===== config.mk =====
export PLATFORM = sky130hd
export DESIGN_NAME = trh_outputs
export DESIGN_NICKNAME = d
export VERILOG_FILES = /design/src/hdl/trh_pkg.sv /design/src/hdl/trh_outputs.sv
export VERILOG_INCLUDE_DIRS = /design/src /design/src/hdl
export SDC_FILE = /design/constraint.sdc
export NUM_CORES = 1
export LEC_CHECK = 0
export BUFFER_PORTS_ARGS = -buffer_cell sky130_fd_sc_hd__buf_4
export CAP_MARGIN = 15
export CORE_MARGIN = 5
export CORE_UTILIZATION = 40
export DETAILED_ROUTE_END_ITERATION = 8
export SETUP_SLACK_MARGIN = 0.15
export SYNTH_ARGS = -nofsm -noshare
export SYNTH_HDL_FRONTEND = slang
export SYNTH_SLANG_ARGS = --single-unit

===== constraint.sdc =====
create_clock -name sys_clk -period 43.3 [get_ports sys_clk]
set_input_delay 8.66 -clock sys_clk [delete_from_list [all_inputs] [get_ports sys_clk]]
set_output_delay 8.66 -clock sys_clk [all_outputs]
set_load 0.01 [all_outputs]

===== src/hdl/trh_cfg.svh =====
// Functional notes
// [RQ1] Positive pulse mode drives the pin high about 250 ms on activation.
// [RQ2] Negative pulse mode drives the pin low about 250 ms on activation.
// [RQ3] Each unit pass output is active when that unit's verdict is pass.
// [RQ4] At completion the overall pass output is active only if all units passed.
// [RQ5] At completion the overall fail output is active when all units failed.
// [RQ6] After test start, wait is active whenever high voltage is absent.
// [RQ7] Ready is active while the system is idle, not testing.
// [RQ8] Test-in-progress is active from start until the whole file ends.
// [RQ9] High-voltage output is active while high voltage is delivered.
// [RQ10] Fault output is active whenever a malfunction is detected.
// [RQ11] Positive-level mode shows an active output as a high pin.
// [RQ12] Negative-level mode shows an active output as a low pin.
// [RQ13] Step granularity presents results per step; file granularity at file end.
// [RQ14] Each output has its own signal type and its own pulse counter.
// [RQ15] The spare output always stays at its inactive level.
`ifndef TRH_CFG_SVH
`define TRH_CFG_SVH
`define TRH_ADDR_W 8
`define TRH_DATA_W 32
`define TRH_OFS_CTRL 8'h00
`define TRH_OFS_MODE 8'h04
`define TRH_OFS_STAT 8'h08
`define TRH_OFS_IRQ_STAT 8'h0c
`define TRH_OFS_IRQ_MASK 8'h10
`define TRH_RST_CTRL 1'h0
`define TRH_RST_MODE 32'h0000_0000
`define TRH_RST_MASK 4'h0
`define TRH_NUM_PINS 16
`define TRH_NUM_UNITS 8
`define TRH_PIN_PASS 8
`define TRH_PIN_FAIL 9
`define TRH_PIN_SPARE 10
`define TRH_PIN_WAIT 11
`define TRH_PIN_READY 12
`define TRH_PIN_TEST 13
`define TRH_PIN_HV 14
`define TRH_PIN_FAULT 15
`define TRH_EV_START 0
`define TRH_EV_FILE_END 1
`define TRH_EV_FAULT 2
`define TRH_EV_STEP_END 3
`define TRH_NUM_EV 4
`define TRH_PULSE_MS 250
`define TRH_CLK_KHZ 200000
`define TRH_PULSE_CYC (`TRH_PULSE_MS * `TRH_CLK_KHZ)
`endif


===== src/hdl/trh_pkg.sv =====
package trh_pkg;
  typedef enum logic [1:0]
  {
    active_high_level = 2'h0,
    active_low_level = 2'h1,
    positive_pulse = 2'h2,
    negative_pulse = 2'h3
  } trh_sig_type;

  typedef struct packed
  {
    logic start;
    logic step_end;
    logic file_end;
    logic [7:0] verdict;
    logic hv_on;
    logic malfunction;
  } trh_seq_type;

  typedef struct packed
  {
    logic [7:0] addr;
    logic [31:0] wdata;
    logic wr;
    logic rd;
  } trh_bus_type;
endpackage : trh_pkg


===== src/hdl/trh_outputs.sv =====
`timescale 1ns/1ps
`default_nettype none
`include "trh_cfg.svh"
module trh_outputs
  import trh_pkg::*;
#(
  parameter int unsigned PULSE_CYC = `TRH_PULSE_CYC,
  parameter int unsigned CNT_W = 26
)
(
  input wire logic sys_clk,
  input wire logic rst,
  input wire trh_bus_type bus,
  output logic [`TRH_DATA_W-1:0] rdata,
  input wire trh_seq_type seq,
  output logic [`TRH_NUM_PINS-1:0] hnd_out,
  output logic irq
);

  // Refused at elaboration so a bad count never reaches silicon
  if (PULSE_CYC < 1 || PULSE_CYC >= (64'h1 << CNT_W))
  begin : g_bad_pulse
    $error("PULSE_CYC does not fit the pulse counter");
  end

  localparam logic [CNT_W-1:0] PULSE_LEN = CNT_W'(PULSE_CYC);

  // Configuration registers
  logic step_gran_ff;
  logic nxt_step_gran;
  logic [`TRH_DATA_W-1:0] mode_ff;
  logic [`TRH_DATA_W-1:0] nxt_mode;
  logic [`TRH_NUM_EV-1:0] irq_mask_ff;
  logic [`TRH_NUM_EV-1:0] nxt_irq_mask;

  always_comb
  begin
    nxt_step_gran = step_gran_ff;
    nxt_mode = mode_ff;
    nxt_irq_mask = irq_mask_ff;
    if (bus.wr)
    begin
      if (bus.addr == `TRH_OFS_CTRL)
        nxt_step_gran = bus.wdata[0];
      else if (bus.addr == `TRH_OFS_MODE)
        nxt_mode = bus.wdata; // RQ14
      else if (bus.addr == `TRH_OFS_IRQ_MASK)
        nxt_irq_mask = bus.wdata[`TRH_NUM_EV-1:0];
    end
  end

  always_ff @(posedge sys_clk or posedge rst)
  begin
    if (rst)
    begin
      step_gran_ff <= `TRH_RST_CTRL;
      mode_ff <= `TRH_RST_MODE;
      irq_mask_ff <= `TRH_RST_MASK;
    end
    else
    begin
      step_gran_ff <= nxt_step_gran;
      mode_ff <= nxt_mode;
      irq_mask_ff <= nxt_irq_mask;
    end
  end

  // Test sequence state and latched verdicts
  logic busy_ff;
  logic nxt_busy;
  logic done_ff;
  logic nxt_done;
  logic [`TRH_NUM_UNITS-1:0] acc_ff;
  logic [`TRH_NUM_UNITS-1:0] nxt_acc;
  logic [`TRH_NUM_UNITS-1:0] res_ff;
  logic [`TRH_NUM_UNITS-1:0] nxt_res;

  always_comb
  begin
    nxt_busy = busy_ff;
    nxt_done = done_ff;
    nxt_acc = acc_ff;
    nxt_res = res_ff;
    if (seq.start)
    begin
      // Old verdicts are withdrawn so a new run never shows stale passes
      nxt_busy = 1'b1; // RQ8
      nxt_done = 1'b0;
      nxt_acc = '1;
      nxt_res = '0;
    end
    else if (busy_ff)
    begin
      if (seq.step_end)
      begin
        nxt_acc = acc_ff & seq.verdict;
        if (step_gran_ff)
        begin
          nxt_res = seq.verdict; // RQ13
          nxt_done = 1'b1;
        end
      end
      if (seq.file_end)
      begin
        nxt_busy = 1'b0; // RQ8
        nxt_done = 1'b1;
        if (!step_gran_ff)
          nxt_res = seq.step_end ? (acc_ff & seq.verdict) : acc_ff; // RQ13
      end
    end
  end

  always_ff @(posedge sys_clk or posedge rst)
  begin
    if (rst)
    begin
      busy_ff <= 1'b0;
      done_ff <= 1'b0;
      acc_ff <= '1;
      res_ff <= '0;
    end
    else
    begin
      busy_ff <= nxt_busy;
      done_ff <= nxt_done;
      acc_ff <= nxt_acc;
      res_ff <= nxt_res;
    end
  end

  // Logical (active-true) condition of every handler pin
  logic [`TRH_NUM_PINS-1:0] cond;

  always_comb
  begin
    cond = '0;
    cond[`TRH_NUM_UNITS-1:0] = done_ff ? res_ff : '0; // RQ3
    cond[`TRH_PIN_PASS] = done_ff & (&res_ff); // RQ4
    cond[`TRH_PIN_FAIL] = done_ff & ~(|res_ff); // RQ5
    cond[`TRH_PIN_SPARE] = 1'b0; // RQ15
    cond[`TRH_PIN_WAIT] = busy_ff & ~seq.hv_on; // RQ6
    cond[`TRH_PIN_READY] = ~busy_ff; // RQ7
    cond[`TRH_PIN_TEST] = busy_ff; // RQ8
    cond[`TRH_PIN_HV] = seq.hv_on; // RQ9
    cond[`TRH_PIN_FAULT] = seq.malfunction; // RQ10
  end

  // Per-pin signal shaping, one pulse counter per pin
  // Per-pin flops gathered on nets so every bit keeps a single driver
  wire logic [`TRH_NUM_PINS-1:0] cond_q_ff;
  wire logic [`TRH_NUM_PINS-1:0] hnd_out_ff;

  genvar k;
  generate
    for (k = 0; k < `TRH_NUM_PINS; k++)
    begin : g_pin
      trh_sig_type sig;
      logic [CNT_W-1:0] cnt_ff;
      logic [CNT_W-1:0] nxt_cnt;
      logic nxt_out;
      logic rise;
      logic q_ff;
      logic out_ff;
      assign cond_q_ff[k] = q_ff;
      assign hnd_out_ff[k] = out_ff;
      assign sig = trh_sig_type'(mode_ff[2*k+1:2*k]);
      assign rise = cond[k] & ~cond_q_ff[k];

      always_comb
      begin
        nxt_cnt = cnt_ff;
        if (rise)
          nxt_cnt = PULSE_LEN; // RQ14
        else if (cnt_ff != '0)
          nxt_cnt = cnt_ff - 1'b1;
        case (sig)
          active_high_level: nxt_out = cond[k]; // RQ11
          active_low_level: nxt_out = ~cond[k]; // RQ12
          positive_pulse: nxt_out = (nxt_cnt != '0); // RQ1
          default: nxt_out = (nxt_cnt == '0); // RQ2
        endcase
      end

      always_ff @(posedge sys_clk or posedge rst)
      begin
        if (rst)
        begin
          cnt_ff <= '0;
          q_ff <= 1'b0;
          out_ff <= 1'b0;
        end
        else
        begin
          cnt_ff <= nxt_cnt;
          q_ff <= cond[k];
          out_ff <= nxt_out;
        end
      end
    end
  endgenerate

  assign hnd_out = hnd_out_ff;

  // Sticky events, write one to clear; a new event beats a clear
  logic [`TRH_NUM_EV-1:0] ev;
  logic [`TRH_NUM_EV-1:0] irq_stat_ff;
  logic [`TRH_NUM_EV-1:0] nxt_irq_stat;
  logic irq_ff;
  logic nxt_irq;

  always_comb
  begin
    ev = '0;
    ev[`TRH_EV_START] = seq.start;
    ev[`TRH_EV_FILE_END] = busy_ff & seq.file_end;
    ev[`TRH_EV_FAULT] = cond[`TRH_PIN_FAULT] & ~cond_q_ff[`TRH_PIN_FAULT];
    ev[`TRH_EV_STEP_END] = busy_ff & seq.step_end;
    nxt_irq_stat = irq_stat_ff;
    if (bus.wr && bus.addr == `TRH_OFS_IRQ_STAT)
      nxt_irq_stat = irq_stat_ff & ~bus.wdata[`TRH_NUM_EV-1:0];
    nxt_irq_stat = nxt_irq_stat | ev;
    nxt_irq = |(nxt_irq_stat & nxt_irq_mask);
  end

  always_ff @(posedge sys_clk or posedge rst)
  begin
    if (rst)
    begin
      irq_stat_ff <= '0;
      irq_ff <= 1'b0;
    end
    else
    begin
      irq_stat_ff <= nxt_irq_stat;
      irq_ff <= nxt_irq;
    end
  end

  assign irq = irq_ff;

  // Read port: data valid the cycle after the strobe, zero otherwise
  logic [`TRH_DATA_W-1:0] rdata_ff;
  logic [`TRH_DATA_W-1:0] nxt_rdata;

  always_comb
  begin
    nxt_rdata = '0;
    if (bus.rd)
    begin
      if (bus.addr == `TRH_OFS_CTRL)
        nxt_rdata[0] = step_gran_ff;
      else if (bus.addr == `TRH_OFS_MODE)
        nxt_rdata = mode_ff;
      else if (bus.addr == `TRH_OFS_STAT)
        nxt_rdata = {6'h00, done_ff, busy_ff, res_ff, hnd_out_ff};
      else if (bus.addr == `TRH_OFS_IRQ_STAT)
        nxt_rdata[`TRH_NUM_EV-1:0] = irq_stat_ff;
      else if (bus.addr == `TRH_OFS_IRQ_MASK)
        nxt_rdata[`TRH_NUM_EV-1:0] = irq_mask_ff;
    end
  end

  always_ff @(posedge sys_clk or posedge rst)
  begin
    if (rst)
      rdata_ff <= '0;
    else
      rdata_ff <= nxt_rdata;
  end

  assign rdata = rdata_ff;
endmodule : trh_outputs
`default_nettype wire


==> results.ini <==
[run_status]
status=finished, final reports clean

[power]
pwr-share-clk_pct=33.7
cellLeakagePower_nw=12.8
p_per_area_nw_per_um2=53.7
share_comb_of_total_power_pct=23.9
seqPwrFrac_pct=42.4
intPower_mw=1.15
power.share.switching_pct=33.9
power_switching_mw=0.590
ir_drop_mv=0.0312

[routing]
dr.pass1.iters=5
via_count=22900
routedWlPerCell_um=17.9
ant_nets=0
viasPerCell=5.53
initialDrtViolationCount=1737
drc_errors=0
drt_wl_total_mm=74.1

[worst_setup_path]
ff2ff_setup_slack_ns=39.16
crit_slowest_cell=nor2b_1
max_stage_delay_ns=0.84
critical_path.top_delay_family=simple AND/OR/NAND/NOR gates
required_ns=43.81
critPathKind=input port to flip-flop
cp_cell_sequence=buf_4 > nor2b_1 > o31ai_1 > or4_1 > nor4_1 > a41oi_1 > xor2_1
end_kind=flip-flop
crit_fanout=15
path_buf_inv=1
arrival_ns=10.98
crit_path_start_kind=input port

[finish]
design_area_um2=32400
syn_to_final_growth_pct=13.8
regArea_um2=13500
drive_above_1_share_pct=10.4
fin_nets=3216
multi_input_area_um2=14100
layout.cells.non_filler=4134
num-fill-cells=6778

[cts]
hold_buffers=0
cts_tree=done
clockBufferDepth=3
h-tree-depth=2
clock_sinks=539
cts_setup_buffers=0
root_buffer=clkbuf_16
cts-buffers-inserted=61
cts.reportedPaths.clkPinSlew_ns=0.06
clkLatencyLatePin_ns=0.65
cts_resized=0

[place]
numPlacedInstances=4018
place_area_um2=30100
place_congestion=0.887
dp_hpwl_mm=52.8
port_buffers=105

[synthesis]
yosys_warnings=0
syn-num-nets=3156
yosysTopAreaCellShare_pct=46.7
synth.cells.most_frequent=dfrtp_1 (531), nor2_1 (408), nand2_1 (310)
synth_area_leaders=dfrtp_1 (47%), xnor2_1 (5.6%), nor2_1 (5.4%)
yosysTopAreaCell=dfrtp_1
ys_seq_elements=539
synth_cell_types=80
postSynthAreaPerCell_um2=9.23
synth_flop_cell=dfrtp_1
yosysSeqAreaShare_pct=47.4
synthCells=3082
synth_edf_count=0
yosysMostFrequentCell=dfrtp_1
synthesis.area_um2=28400
synth-async-reset-ratio_pct=100

[timing]
worst_slew_pin_slew_ns=1.06
max_slew_margin_pct=28.9
whs_ns=0.487
report.final.hold_viol_count=0
fin_crit_sh_pct=24.2
clock_skew_ns=0.0361
slew_violations=0
setup-tns-final_ns=0
setup_viol=0
period_needed_ns=10.47
max_freq_ghz=0.0955
rsz0062_at_grt=no

[grt]
grt_pass1_wl_mm=121
grt.total_usage_pct=18.9
first_global_vias=22100
grt_max_degree=158
gr-total-overflow=0
grt_antenna_before_repair=2

[die]
core_area_um2=70300
io_pins=106
initial_core_util_pct=40.5
die_area_um2=76600
die_w_um=277
die_h_um=277
rows=97

[worst_hold_path]
hold_class=flip-flop to flip-flop

[job]
maxCapViolations=0

==> flip-flops by register name, summed over array words and instances, names as in the netlist, 4 cells and up <==
name / flops
g_pin.out_ff: 16
acc_ff: 8
g_pin.cnt_ff: 416
mode_ff: 32
irq_stat_ff: 4
rdata: 32
g_pin.q_ff: 15
irq_mask_ff: 4
res_ff: 8
==> through the flow <==
| stage | power (mW) | utilization, % | setup WS [ns] |
|---|---|---|---|
| 2_1_floorplan | 1.04 | - | 19.59 |
| 3_3_place_gp | 1.15 | 42.8 | 32.18 |
| 3_5_place_dp | 1.15 | 42.8 | 32.17 |
| 4_1_cts | 1.75 | 46.1 | 32.87 |
| 5_1_grt | 1.85 | 46.1 | 32.52 |
| 6_report | 1.74 | 46.1 | 32.83 |
==> routing by layer <==
layer	routed length [µm]	track usage, %
met5	11	0
met4	1440	4.00
met3	5270	4.23
met2	31600	28.4
met1	35700	28.1
==> layout by cell type (no fill, tap or decap), drive strengths merged, types with 77 or more instances in the layout <==
cell	count
clkbuf	77
nand3	97
o21ai	85
xnor2	181
nand2	310
nor2	408
nor4	157
a21oi	93
nor3	172
xor2	124
buf	131
dfrtp	531
or3	77
==> worst reg2reg max path, stage by stage, from the launching register on <==
cell,delay (ns)
dfrtp_1,0.42
or3_1,0.45
or4b_4,0.61
or4_4,0.65
nor3_1,0.18
o211ai_1,0.12
nor4_1,0.40
or4b_1,0.51
o41ai_2,0.51
xnor2_1,0.20
==> cells by family (layout without fill, tap and decap cells) <==
group,after synthesis,in the layout,share of synthesized area [%]
other cells,0,1,0
buf+inv,203,314,2.95
flops,539,539,47.4
mux,66,66,2.52
simple gates,1570,1570,28.1
fa+ha+maj,17,17,0.748
compound gates,382,382,8.81
xor+xnor,305,305,9.39
==> layout make-up <==
type	count	share of cell area, %
Antenna cell	1	0.00773
Clock inverter	37	1.97
Timing Repair Buffer	131	3.07
Sequential cell	539	41.7
Multi-Input combinational cell	2340	43.6
Tap cell	940	3.63
Clock buffer	77	5.18
Inverter	69	0.823
==> final timing paths <==
check / startpoint / endpoint / cells after the start
min in group asynchronous: rst / g_pin[10].cnt_ff[0]$_DFF_PP0_ / 2
setup / recovery: seq[1] / g_pin[14].out_ff$_DFF_PP0_ / 7
max in group asynchronous: rst / g_pin[5].cnt_ff[7]$_DFF_PP0_ / 4
hold reg to reg: acc_ff[6]$_DFFE_PP1P_ / acc_ff[6]$_DFFE_PP1P_ / 2
setup reg to reg: g_pin[10].cnt_ff[13]$_DFF_PP0_ / g_pin[10].out_ff$_DFF_PP0_ / 9
hold / removal: acc_ff[6]$_DFFE_PP1P_ / acc_ff[6]$_DFFE_PP1P_ / 2
==> power by group through the flow <==
stage	Sequential [mW]	Combinational, mW	Clock, mW
global placement	0.742	0.410	0
finish	0.737	0.416	0.586
floorplan	0.696	0.345	0
detailed placement	0.742	0.413	0
global route	0.755	0.473	0.623
CTS	0.735	0.416	0.601
No activity file was read; power rests on OpenSTA's default activity.
